<file path="config.mk">
export PLATFORM = sky130hd
export DESIGN_NAME = srmc_ctrl
export DESIGN_NICKNAME = d
export VERILOG_FILES = /design/src/common/srmc_pkg.sv /design/src/design/srmc_timer.sv /design/src/design/srmc_ctrl.sv
export SDC_FILE = /design/constraint.sdc
export NUM_CORES = 1
export LEC_CHECK = 0
export BUFFER_PORTS_ARGS = -buffer_cell sky130_fd_sc_hd__buf_2
export CAP_MARGIN = 20
export CORE_MARGIN = 3
export CORE_UTILIZATION = 50
export DETAILED_ROUTE_END_ITERATION = 7
export PLACE_DENSITY = 0.75
export SLEW_MARGIN = 20
export SYNTH_ARGS = -nofsm -noshare
export SYNTH_HDL_FRONTEND = slang
export SYNTH_HIERARCHICAL = 1
export SYNTH_SLANG_ARGS = --single-unit
export TNS_END_PERCENT = 50
</file>
<file path="constraint.sdc">
create_clock -name ref_clk_i -period 2.78 [get_ports ref_clk_i]
set_input_delay 0.695 -clock ref_clk_i [delete_from_list [all_inputs] [get_ports ref_clk_i]]
set_output_delay 0.695 -clock ref_clk_i [all_outputs]
set_load 0.05 [all_outputs]
</file>
<file path="src/common/srmc_pkg.sv">
package srmc_pkg;

  // ----------------------------------------------------------------
  // geometry
  // ----------------------------------------------------------------
  localparam int unsigned ADDR_W = 13;
  localparam int unsigned DATA_W = 8;
  localparam int unsigned WORDS  = 8192;

  // ----------------------------------------------------------------
  // timing, fast grade default, in ns and in 8 ns cycles
  // ----------------------------------------------------------------
  localparam int unsigned CLK_PERIOD_NS = 8;
  localparam int unsigned CYCLE_NS      = 70;  // least read or write cycle
  localparam int unsigned WPULSE_NS     = 50;  // least write strobe low time
  localparam int unsigned SEL_WR_NS     = 65;  // least select time before write end
  localparam int unsigned ACCESS_NS     = 70;  // address to data valid
  localparam int unsigned DIS_NS        = 25;  // release time after strobe or select
  // least times round up to whole cycles
  localparam int unsigned CYCLE_CYC  = (CYCLE_NS + CLK_PERIOD_NS - 1) / CLK_PERIOD_NS;
  localparam int unsigned WPULSE_CYC = (WPULSE_NS + CLK_PERIOD_NS - 1) / CLK_PERIOD_NS;
  localparam int unsigned SEL_WR_CYC = (SEL_WR_NS + CLK_PERIOD_NS - 1) / CLK_PERIOD_NS;
  localparam int unsigned ACCESS_CYC = (ACCESS_NS + CLK_PERIOD_NS - 1) / CLK_PERIOD_NS;
  localparam int unsigned DIS_CYC    = (DIS_NS + CLK_PERIOD_NS - 1) / CLK_PERIOD_NS;
  localparam int unsigned CNT_W      = 8;

  // ----------------------------------------------------------------
  // pin bundle toward the memory and values after reset
  // ----------------------------------------------------------------
  typedef struct packed {
    logic [ADDR_W-1:0] word_address;
    logic              select_primary_n;
    logic              select_secondary;
    logic              output_gate_n;
    logic              write_strobe_n;
    logic [DATA_W-1:0] data_out;
    logic              data_oe_n;      // low while the controller drives the lines
  } srmc_pins_t;

  localparam srmc_pins_t PINS_RST = '{
    word_address:     13'h0000,
    select_primary_n: 1'b1,
    select_secondary: 1'b0,
    output_gate_n:    1'b1,
    write_strobe_n:   1'b1,
    data_out:         8'h00,
    data_oe_n:        1'b1
  };

  typedef enum logic [2:0] {
    ST_IDLE,
    ST_RD,
    ST_WR_SETUP,
    ST_WR_PULSE,
    ST_WR_END,
    ST_RECOVER
  } srmc_state_t;

endpackage : srmc_pkg

</file>
<file path="src/design/srmc_timer.sv">
`timescale 1ns/1ps
// ------------------------------------------------------------------
// down counter that marks when a loaded interval has elapsed
// ------------------------------------------------------------------
module srmc_timer
  import srmc_pkg::*;
#(
  parameter int unsigned W = CNT_W
) (
  input  wire logic         ref_clk_i,
  input  wire logic         arst_n_i,
  input  wire logic         load_i,
  input  wire logic [W-1:0] count_i,
  output logic              done_o
);

  typedef struct packed {
    logic [W-1:0] cnt;
  } srmc_tmr_t;

  srmc_tmr_t st_q;
  srmc_tmr_t st_d;

  // load wins over counting so a fresh interval is never shortened
  always_comb begin
    st_d = st_q;
    if (load_i) begin
      st_d.cnt = count_i;
    end else if (st_q.cnt != '0) begin
      st_d.cnt = st_q.cnt - W'(1);
    end
  end

  always_ff @(posedge ref_clk_i or negedge arst_n_i) begin
    if (!arst_n_i) begin
      st_q <= '0;
    end else begin
      st_q <= st_d;
    end
  end

  // done looks only at the count; gating it with load would close a
  // combinational loop through a caller that reloads on done
  assign done_o = (st_q.cnt == '0);

endmodule : srmc_timer

</file>
<file path="src/design/srmc_ctrl.sv">
`timescale 1ns/1ps
// Summary of operation
// - the host keeps each read and write cycle at least 70 ns (fast) or 100 ns (slow).
// - the host holds write_strobe_n low at least 50 ns (fast) or 70 ns (slow).
// - the host keeps the memory selected at least 65 ns (fast) or 90 ns (slow) before write end.
// - a write is the overlap of strobe and both selects, ended by whichever the host picks.
// - with selects and gate held and strobe high, reads follow by changing only the address.
module srmc_ctrl
  import srmc_pkg::*;
#(
  parameter int unsigned CYCLE_C  = CYCLE_CYC,
  parameter int unsigned WPULSE_C = WPULSE_CYC,
  parameter int unsigned SELWR_C  = SEL_WR_CYC,
  parameter int unsigned ACCESS_C = ACCESS_CYC,
  parameter int unsigned DIS_C    = DIS_CYC
) (
  input  wire logic              ref_clk_i,
  input  wire logic              arst_n_i,
  // user request port
  input  wire logic              req_valid_i,
  output logic                   req_ready_o,
  input  wire logic              req_write_i,
  input  wire logic [ADDR_W-1:0] req_addr_i,
  input  wire logic [DATA_W-1:0] req_wdata_i,
  output logic                   rsp_valid_o,
  output logic [DATA_W-1:0]      rsp_rdata_o,
  // memory pins
  output logic [ADDR_W-1:0]      word_address_o,
  output logic                   select_primary_n_o,
  output logic                   select_secondary_o,
  output logic                   output_gate_n_o,
  output logic                   write_strobe_n_o,
  output logic [DATA_W-1:0]      data_lines_o,
  output logic                   data_lines_oe_n_o,
  input  wire logic [DATA_W-1:0] data_lines_i
);

  // ----------------------------------------------------------------
  // state
  // ----------------------------------------------------------------
  typedef struct packed {
    srmc_state_t       state;
    srmc_pins_t        pins;
    logic [DATA_W-1:0] sync1;
    logic [DATA_W-1:0] sync2;
    logic              rsp_valid;
    logic [DATA_W-1:0] rsp_rdata;
    logic              cyc_ok;    // least cycle time met since last address change
    logic              sel_ok;    // least select time met before write end
  } srmc_st_t;

  srmc_st_t st_q;
  srmc_st_t st_d;

  logic             tmr_load;
  logic [CNT_W-1:0] tmr_count;
  logic             tmr_done;
  logic             ctmr_load;
  logic             ctmr_done;
  logic             stmr_done;

  // converts a cycle count parameter to the timer width
  function automatic logic [CNT_W-1:0] cyc(input int unsigned n);
    cyc = CNT_W'(n);
  endfunction : cyc

  // ----------------------------------------------------------------
  // timers: phase timer, cycle timer, select-to-write-end timer
  // ----------------------------------------------------------------
  srmc_timer #(.W(CNT_W)) u_phase (
    .ref_clk_i (ref_clk_i),
    .arst_n_i  (arst_n_i),
    .load_i    (tmr_load),
    .count_i   (tmr_count),
    .done_o    (tmr_done)
  );

  srmc_timer #(.W(CNT_W)) u_cycle (
    .ref_clk_i (ref_clk_i),
    .arst_n_i  (arst_n_i),
    .load_i    (ctmr_load),
    .count_i   (cyc(CYCLE_C - 1)),
    .done_o    (ctmr_done)
  );

  // reloaded with the cycle timer while the selects are active: each new read or write and each chained read
  srmc_timer #(.W(CNT_W)) u_select (
    .ref_clk_i (ref_clk_i),
    .arst_n_i  (arst_n_i),
    .load_i    (ctmr_load && st_d.pins.select_secondary),
    .count_i   (cyc(SELWR_C - 1)),
    .done_o    (stmr_done)
  );

  // ----------------------------------------------------------------
  // sequencing
  // ----------------------------------------------------------------
  // strobe-timed writes: selects and address first, strobe pulse, data
  // held until strobe rises, then selects drop; reads are address-timed
  // with gate low and strobe high so back-to-back reads change only address
  always_comb begin
    st_d       = st_q;
    tmr_load   = 1'b0;
    tmr_count  = '0;
    ctmr_load  = 1'b0;
    st_d.sync1 = data_lines_i;
    st_d.sync2 = st_q.sync1;
    st_d.rsp_valid = 1'b0;
    st_d.cyc_ok = st_q.cyc_ok | ctmr_done;
    st_d.sel_ok = st_q.sel_ok | stmr_done;
    case (st_q.state)
      ST_IDLE: begin
        if (req_valid_i) begin
          // select, new address: a fresh cycle starts here
          st_d.pins.select_primary_n = 1'b0;
          st_d.pins.select_secondary = 1'b1;
          st_d.pins.word_address     = req_addr_i;
          st_d.cyc_ok                = 1'b0;
          st_d.sel_ok                = 1'b0;
          ctmr_load                  = 1'b1;
          if (req_write_i) begin
            st_d.pins.output_gate_n = 1'b1;
            st_d.pins.data_out      = req_wdata_i;
            st_d.pins.data_oe_n     = 1'b0;
            st_d.state              = ST_WR_SETUP;
          end else begin
            st_d.pins.output_gate_n = 1'b0;
            st_d.pins.data_oe_n     = 1'b1;
            tmr_load                = 1'b1;
            tmr_count               = cyc(ACCESS_C + 2);          // plus two for sync
            st_d.state              = ST_RD;
          end
        end
      end
      ST_RD: begin
        // lines float after address change until access time, then sample
        if (tmr_done && st_q.cyc_ok) begin
          st_d.rsp_valid = 1'b1;
          st_d.rsp_rdata = st_q.sync2;
          if (req_valid_i && !req_write_i) begin
            st_d.pins.word_address = req_addr_i;
            st_d.cyc_ok            = 1'b0;
            ctmr_load              = 1'b1;
            tmr_load               = 1'b1;
            tmr_count              = cyc(ACCESS_C + 2);
          end else begin
            // drop gate and selects together; this ends the read
            st_d.pins.output_gate_n    = 1'b1;
            st_d.pins.select_primary_n = 1'b1;
            st_d.pins.select_secondary = 1'b0;
            tmr_load                   = 1'b1;
            tmr_count                  = cyc(DIS_C);
            st_d.state                 = ST_RECOVER;
          end
        end
      end
      ST_WR_SETUP: begin
        // gate already high; strobe low makes the lines inputs
        st_d.pins.write_strobe_n = 1'b0;
        tmr_load                 = 1'b1;
        tmr_count                = cyc(WPULSE_C - 1);
        st_d.state               = ST_WR_PULSE;
      end
      ST_WR_PULSE: begin
        // end the overlap with the strobe, data still driven
        if (tmr_done && st_q.sel_ok && st_q.cyc_ok) begin
          st_d.pins.write_strobe_n = 1'b1;
          st_d.state               = ST_WR_END;
        end
      end
      ST_WR_END: begin
        // data held one cycle past strobe rise, then release and deselect
        st_d.pins.data_oe_n        = 1'b1;
        st_d.pins.select_primary_n = 1'b1;
        st_d.pins.select_secondary = 1'b0;
        st_d.rsp_valid             = 1'b1;
        tmr_load                   = 1'b1;
        tmr_count                  = cyc(DIS_C);
        st_d.state                 = ST_RECOVER;
      end
      ST_RECOVER: begin
        // wait for memory to release the lines before next cycle
        if (tmr_done) begin
          st_d.state = ST_IDLE;
        end
      end
      default: begin
        st_d.state = ST_IDLE;
        st_d.pins  = PINS_RST;
      end
    endcase
  end

  always_ff @(posedge ref_clk_i or negedge arst_n_i) begin
    if (!arst_n_i) begin
      st_q <= '{state: ST_IDLE, pins: PINS_RST, sync1: '0, sync2: '0,
                rsp_valid: 1'b0, rsp_rdata: '0, cyc_ok: 1'b0, sel_ok: 1'b0};
    end else begin
      st_q <= st_d;
    end
  end

  // ----------------------------------------------------------------
  // outputs
  // ----------------------------------------------------------------
  // a request is taken in idle, or as the next read during a read
  assign req_ready_o = (st_q.state == ST_IDLE) ||
                       (st_q.state == ST_RD && tmr_done && st_q.cyc_ok && !req_write_i);
  assign rsp_valid_o        = st_q.rsp_valid;
  assign rsp_rdata_o        = st_q.rsp_rdata;
  assign word_address_o     = st_q.pins.word_address;
  assign select_primary_n_o = st_q.pins.select_primary_n;
  assign select_secondary_o = st_q.pins.select_secondary;
  assign output_gate_n_o    = st_q.pins.output_gate_n;
  assign write_strobe_n_o   = st_q.pins.write_strobe_n;
  assign data_lines_o       = st_q.pins.data_out;
  assign data_lines_oe_n_o  = st_q.pins.data_oe_n;

endmodule : srmc_ctrl

</file>
# Yosys cells after proc, flatten, opt, wreduce, memory -nomap -nowiden
# Cells that the tools add are included.
# Widths: inputs -> output; s select.
# word_totals
register_bits,80
in_bits,33
out_inout_bits,36
word_cells,117
# op_classes
add_sub_neg,3
n_eq_ne,12
n_mux,44
bitwise,7
reduce_logical,34
# op_table
cell,count
$mux 8,8
$pmux 13 s3,1
$mux 19,2
$pmux 8 s4,1
$logic_not 8->1,3
$reduce_bool 8->1,3
$sub 8x1->8 const B,3
$pmux 3 s6,1
$pmux 8 s2,1
$ne 2x2->1 const B,7
$mux 13,1
$mux 3,4
$mux 4,3
$reduce_and 4->1,3
$reduce_or 4->1,3
$mux 1,10
$mux 10,1
$mux 9,1
$pmux 1 s3,3
$logic_and 1x1->1,8
$pmux 1 s2,4
$eq 3x2->1 const B,2
$eq 3x3->1 const B,2
$pmux 2 s3,1
14 further kinds,24

# Longest topological paths before layout
# depth
depth_word,7
ltp_mapped,13
mapped_depth_nobuf,11

# By module
# Netlist, hierarchy kept.
# by_module_without_submodules
mod,n_inst,cells_each,area_each_um2
srmc_ctrl,1,232,2641.3
srmc_timer at u_cycle ...,2,54,476.7
srmc_timer at u_select,1,56,494.2

# Worst setup path before layout
# No wires, ideal clock.
# synth_path
path_kind,reg2reg
from,register u_phase/st_q[0] in the netlist's numbering
to,register u_select/st_q[7] in the netlist's numbering
setup_ns,0.150
arrival_ns,3.358
t_required_ns,2.630
slack_ns,-0.728
stages_incl_launch_ff,14
cell_sequence,dfrtp_1 -> inv_1 -> ha_1 -> or3b_1 -> clkbuf_2 -> nor2_1 -> nand3b_1 -> a21oi_1 -> and3_1 -> and2_1 -> clkbuf_1 -> nor2_1 -> nand4b_1 -> o311ai_0
# synth_via
elab_chain_len,6
elab_cells_between_ends,9
classes_between,mux (5); reduce/logical (4)
# synth_rtl
element,line,text
start: declaration,srmc_timer.sv:21,srmc_tmr_t st_q;
start signal: assignment,srmc_timer.sv:38,st_q <= st_d;
$logic_not 8->1 (*),srmc_timer.sv:44,assign done_o = (st_q.cnt == '0);
named net tmr_done,srmc_ctrl.sv:57,logic tmr_done;
$logic_and 1x1->1 (*),srmc_ctrl.sv:137,if (tmr_done && st_q.cyc_ok) begin
$mux 1 (*),srmc_ctrl.sv:137,
$pmux 1 s2 (*),srmc_ctrl.sv:111,case (st_q.state)
named net ctmr_load,srmc_ctrl.sv:58,logic ctmr_load;
$logic_and 1x1->1 (*),srmc_ctrl.sv:90,".load_i (ctmr_load && st_d.pins.select_secondary),"
$mux 8 / $reduce_bool 2->1 (equally long branches),--,
end signal: assignment,srmc_timer.sv:38,
end: declaration,srmc_timer.sv:21,
# Mark *: on every way through the listed nets, which the timed path passes. The rest lies on a longest branch. The select of a mux whose other input is x is not followed.
# A chain may end at the register's enable or synchronous reset.

# Final worst setup path
# layout_path
from,register u_phase/st_q[0] in the netlist's numbering
to,output req_ready_o
# layout_via
elab_chain_len,5
# layout_rtl
element,line,text
$logic_not 8->1,srmc_timer.sv:44,
named net tmr_done,srmc_ctrl.sv:57,
$logic_and 1x1->1 (3 in a row),srmc_ctrl.sv:208,(st_q.state == ST_RD && tmr_done && st_q.cyc_ok && !req_write_i);
$logic_or 1x1->1,srmc_ctrl.sv:207,assign req_ready_o = (st_q.state == ST_IDLE) ||
end: declaration,srmc_ctrl.sv:21,"output logic req_ready_o,"
# The timed path passes the listed nets, and every way through them passes these cells.

==> impl_metrics.xml <==
<?xml version="1.0" encoding="UTF-8"?>
<metrics>
  <group name="synth">
    <metric name="synth_area" unit="mm2">0.00409</metric>
    <metric name="synth-warning-count" unit="">6</metric>
    <metric name="synth_simple_gate_area_share" unit="%">17.4</metric>
    <metric name="synth-xor-area-share" unit="%">0.643</metric>
    <metric name="synth_mux_area_share" unit="%">7.07</metric>
    <metric name="most_used_flip_flop_cell_after_synthesis" unit="">dfrtp_1</metric>
    <metric name="synthesis.area_per_instance" unit="um2">10.3</metric>
    <metric name="ys_seq_area_share" unit="%">49.1</metric>
    <metric name="post-synth-top-area-cell" unit="">dfrtp_1</metric>
    <metric name="synth_top_area_share" unit="%">46.5</metric>
    <metric name="ys_seq_elements" unit="">80</metric>
    <metric name="synth_edf_count" unit="">0</metric>
    <metric name="post_synth_fa_ha_maj_area_fraction" unit="%">0.918</metric>
    <metric name="ys_top_cells_by_count" unit="">76 x dfrtp_1, 34 x nand2_1, 30 x buf_4, 28 x nor2_1, 19 x a21oi_1</metric>
    <metric name="synth_top_family_by_area" unit="">simple AND/OR/NAND/NOR gates</metric>
    <metric name="synth_compound_gate_area_share" unit="%">15.0</metric>
    <metric name="async_reset_ff_share" unit="%">100</metric>
    <metric name="post_synth_main_area_contributors" unit="">dfrtp_1 47%, buf_4 5.5%, mux2_4 4.0%</metric>
    <metric name="synth.lib_cells_used.distinct" unit="">62</metric>
    <metric name="syn_inst" unit="">396</metric>
    <metric name="synth_most_common_cell" unit="">dfrtp_1</metric>
  </group>
  <group name="worst_hold_path">
    <metric name="worst_hold_path_type" unit="">in -&gt; async</metric>
  </group>
  <group name="timing">
    <metric name="hold_slack" unit="ps">283</metric>
    <metric name="top_achievable_clock_speed" unit="MHz">369</metric>
    <metric name="fin_worst_skew" unit="ps">13.2</metric>
    <metric name="timing.final.setup_violations" unit="">0</metric>
    <metric name="finalCriticalPeriod" unit="ps">2710</metric>
    <metric name="slew_viol_final" unit="">0</metric>
    <metric name="layout_setup_ws" unit="ps">69.7</metric>
    <metric name="timing.slew.headroom" unit="%">44.4</metric>
    <metric name="finalCritPeriodShare" unit="%">97.5</metric>
    <metric name="tightest_pin_transition" unit="ps">828</metric>
    <metric name="report.final.hold_viol_count" unit="">0</metric>
  </group>
  <group name="clock_tree">
    <metric name="worst_skew_pair_latency" unit="ps">360</metric>
    <metric name="cts_inserted_buffers" unit="">9</metric>
    <metric name="clock_tree_from_tritoncts" unit="">yes</metric>
    <metric name="htree_num_levels" unit="">3</metric>
    <metric name="cts_root_buf" unit="">clkbuf_8</metric>
    <metric name="cts_num_sinks" unit="">80</metric>
    <metric name="clockBufferDepth" unit="">2</metric>
    <metric name="worst_setup_hold_path_clk_slew" unit="ps">90</metric>
  </group>
  <group name="finish">
    <metric name="area.sequential" unit="mm2">0.00201</metric>
    <metric name="post_route_cells_drive_above_1_share" unit="%">32.2</metric>
    <metric name="insertedDiodeCount" unit="">0</metric>
    <metric name="fill_cells" unit="">670</metric>
    <metric name="final_area" unit="mm2">0.00469</metric>
    <metric name="num-nets-final" unit="">500</metric>
    <metric name="area_delta_synth_final" unit="%">14.7</metric>
    <metric name="multi_input_comb_area" unit="mm2">0.00180</metric>
  </group>
  <group name="drt">
    <metric name="wl_per_cell" unit="um">14.5</metric>
    <metric name="drc_violation_count_after_routing" unit="">0</metric>
    <metric name="number_of_routed_nets_with_antenna_violations" unit="">0</metric>
    <metric name="detail_route.iter0.violations" unit="">176</metric>
    <metric name="totalWireLength" unit="um">8290</metric>
    <metric name="drt-pass1-iter-count" unit="">4</metric>
    <metric name="routed_via_density" unit="">5.46</metric>
    <metric name="route.vias.total" unit="">3117</metric>
  </group>
  <group name="worst_setup_path">
    <metric name="startpoint_types" unit="">flop</metric>
    <metric name="cp_slowest_stage_delay" unit="ps">420</metric>
    <metric name="crit_type" unit="">reg -&gt; out</metric>
    <metric name="critPathMaxFanout" unit="">4</metric>
    <metric name="endpoint_kind" unit="">output port</metric>
    <metric name="crit_chain" unit="">inv_2 -&gt; ha_4 -&gt; or3b_4 -&gt; nor2_4 -&gt; nand3b_1 -&gt; a21oi_4 -&gt; buf_8</metric>
    <metric name="worstPathArrival" unit="ps">2020</metric>
    <metric name="worst_path_dominant_cell_family" unit="">simple AND/OR/NAND/NOR gates</metric>
    <metric name="worst-endpoint-required" unit="ps">2090</metric>
    <metric name="reg2reg_setup_slack" unit="ps">190</metric>
    <metric name="critical_path.slowest_cell" unit="">dfrtp_1</metric>
    <metric name="worstPathBufferInverterCount" unit="">2</metric>
  </group>
  <group name="grt">
    <metric name="grt_pass1_wl" unit="um">13700</metric>
    <metric name="maximum_number_of_pins_on_one_net_before_global_route_repair" unit="">47</metric>
    <metric name="first_global_vias" unit="">2931</metric>
    <metric name="overflow_left_after_global_routing" unit="">0</metric>
    <metric name="global_route.usage.total" unit="%">18.9</metric>
    <metric name="antenna_found_initial" unit="">0</metric>
  </group>
  <group name="floorplanning">
    <metric name="design.die.area" unit="mm2">0.00930</metric>
    <metric name="core" unit="mm2">0.00785</metric>
    <metric name="chipWidth" unit="um">96.4</metric>
    <metric name="start_util" unit="%">52.1</metric>
    <metric name="placementRows" unit="">32</metric>
    <metric name="ioPinCount" unit="">69</metric>
    <metric name="die_h" unit="um">96.4</metric>
  </group>
  <group name="power">
    <metric name="combPwrFrac" unit="%">41.7</metric>
    <metric name="p_sw_share" unit="%">43.6</metric>
    <metric name="power_switching" unit="uW">2030</metric>
    <metric name="intPower" unit="uW">2620</metric>
    <metric name="maximum_vdd_drop" unit="uV">387</metric>
    <metric name="power.sequential.fraction" unit="%">40.6</metric>
    <metric name="power.density" unit="mW/mm2">990</metric>
    <metric name="clkPwrFrac" unit="%">17.7</metric>
    <metric name="p_leak" unit="uW">0.00220</metric>
  </group>
  <group name="placed_design">
    <metric name="routabilityCongestion" unit="">0.922</metric>
    <metric name="placement.io_buffers" unit="">68</metric>
    <metric name="placed_area" unit="mm2">0.00443</metric>
    <metric name="post_placement_worst_setup_slack" unit="ps">157</metric>
    <metric name="post-dp-hpwl" unit="um">6010</metric>
  </group>
  <group name="status">
    <metric name="status" unit="">completed</metric>
  </group>
  <group name="flow_run">
    <metric name="max_cap_viol_count" unit="">0</metric>
  </group>
</metrics>
power by group through the flow:
stage | registers (uW) | logic [uW] | clock network (uW)
3_5_place_dp | 1890 | 1840 | 0
6_report | 1890 | 1940 | 822
3_3_place_gp | 1870 | 1800 | 0
2_1_floorplan | 1880 | 1540 | 0
4_1_cts | 1870 | 1860 | 846
5_1_grt | 1940 | 2130 | 897
registers in the layout, indices dropped and copies added, names as in the netlist:
register	count
select_secondary_o	1
word_address_o	13
write_strobe_n_o	1
u_cycle/st_q	8
st_d	8
data_lines_o	8
data_lines_oe_n_o	1
st_q	13
u_select/st_q	8
rsp_valid_o	1
output_gate_n_o	1
rsp_rdata_o	8
select_primary_n_o	1
u_phase/st_q	8
cells by family (layout without fill, tap and decap cells):
group | Yosys count | count (layout)
AO/OA/AOI/OAI | 90 | 90
XOR/XNOR | 3 | 3
adder cells (fa/ha/maj) | 3 | 3
buffers and inverters | 62 | 117
flip-flops | 80 | 80
multiplexers | 22 | 22
other | 2 | 20
AND/OR/NAND/NOR | 134 | 134
path summary, 6_finish.rpt:
path,startpoint,to,cells past startpoint
worst max-delay path,u_phase/st_q[0]$_DFFE_PN0P_,req_ready_o,7
worst min register to register,st_d[11]$_DFF_PN0_,st_q[11]$_DFF_PN0_,0
min in group ref_clk_i,st_d[11]$_DFF_PN0_,st_q[11]$_DFF_PN0_,0
worst min-delay path,arst_n_i,data_lines_o[1]$_DFFE_PN0P_,1
worst max register to register,u_phase/st_q[0]$_DFFE_PN0P_,u_select/st_q[5]$_DFFE_PN0P_,12
max in group asynchronous,arst_n_i,select_primary_n_o$_DFFE_PN1P_,2
layer usage:
metal  up-vias  wire length, um  global-route usage (%)  part of all wire, %
li1       1503                -                       -                    -
met1      1517             3920                    26.1                   47
met2        91             3880                    30.1                   47
met3         6              441                    4.65                  5.3
met4         0               49                    4.67                 0.59
met5         -                0                       0                    0
area by class of cell:
cell class	count	area share [%]
inverter	14	1.12
clock inverter	7	1.55
tap	102	2.72
sequential	80	42.8
clock buffer	9	2.64
multi-input combinational	272	38.3
timing repair buffer	87	10.8
cell usage in the layout, fill, tap and decap left out, types with 4 or more instances in the layout:
master / instances
dfrtp_1: 75
buf_2: 66
nand2_1: 34
nor2_1: 27
conb_1: 20
buf_4: 19
a21oi_1: 18
o21ai_0: 18
inv_1: 12
mux2_4: 11
mux2_2: 11
nor3_1: 10
clkbuf_8: 9
and3_1: 8
o31ai_1: 8
nor2b_1: 7
o21ai_1: 5
a31oi_1: 5
nand3_1: 5
and3_2: 5
nor4_1: 5
nand2b_1: 4
a2bb2oi_1: 4
dfstp_2: 4
or4_1: 4
o41ai_1: 4
o31a_1: 4
worst reg2reg max path, cell delays in order, from the launching register on:
cell and delay, ps:
dfrtp_1 420, inv_2 100, ha_4 150, or3b_4 400, nor2_4 100, buf_4 140
nand2_1 110, nor3_4 210, a211oi_2 100, and2_1 230, inv_1 220, nor2_1 80
a221oi_1 230
what timing repair did:
action,4_1_cts,5_1_grt
hold buffers,0,0
buffers inserted,1,4
pin swaps,1,3
gates resized for setup,5,5
setup endpoints to repair,1,3
metrics by stage:
step	util (%)	total power (uW)	std cells	setup TNS, ps
floorplan	-	3420	414	0
global placement	56.4	3670	550	0
detailed placement	56.4	3730	550	0
CTS	59.2	4580	567	0
global route	59.8	4970	571	-10.2
finish	59.8	4640	571	0
Note: power is estimated with default switching activity, not from simulation.
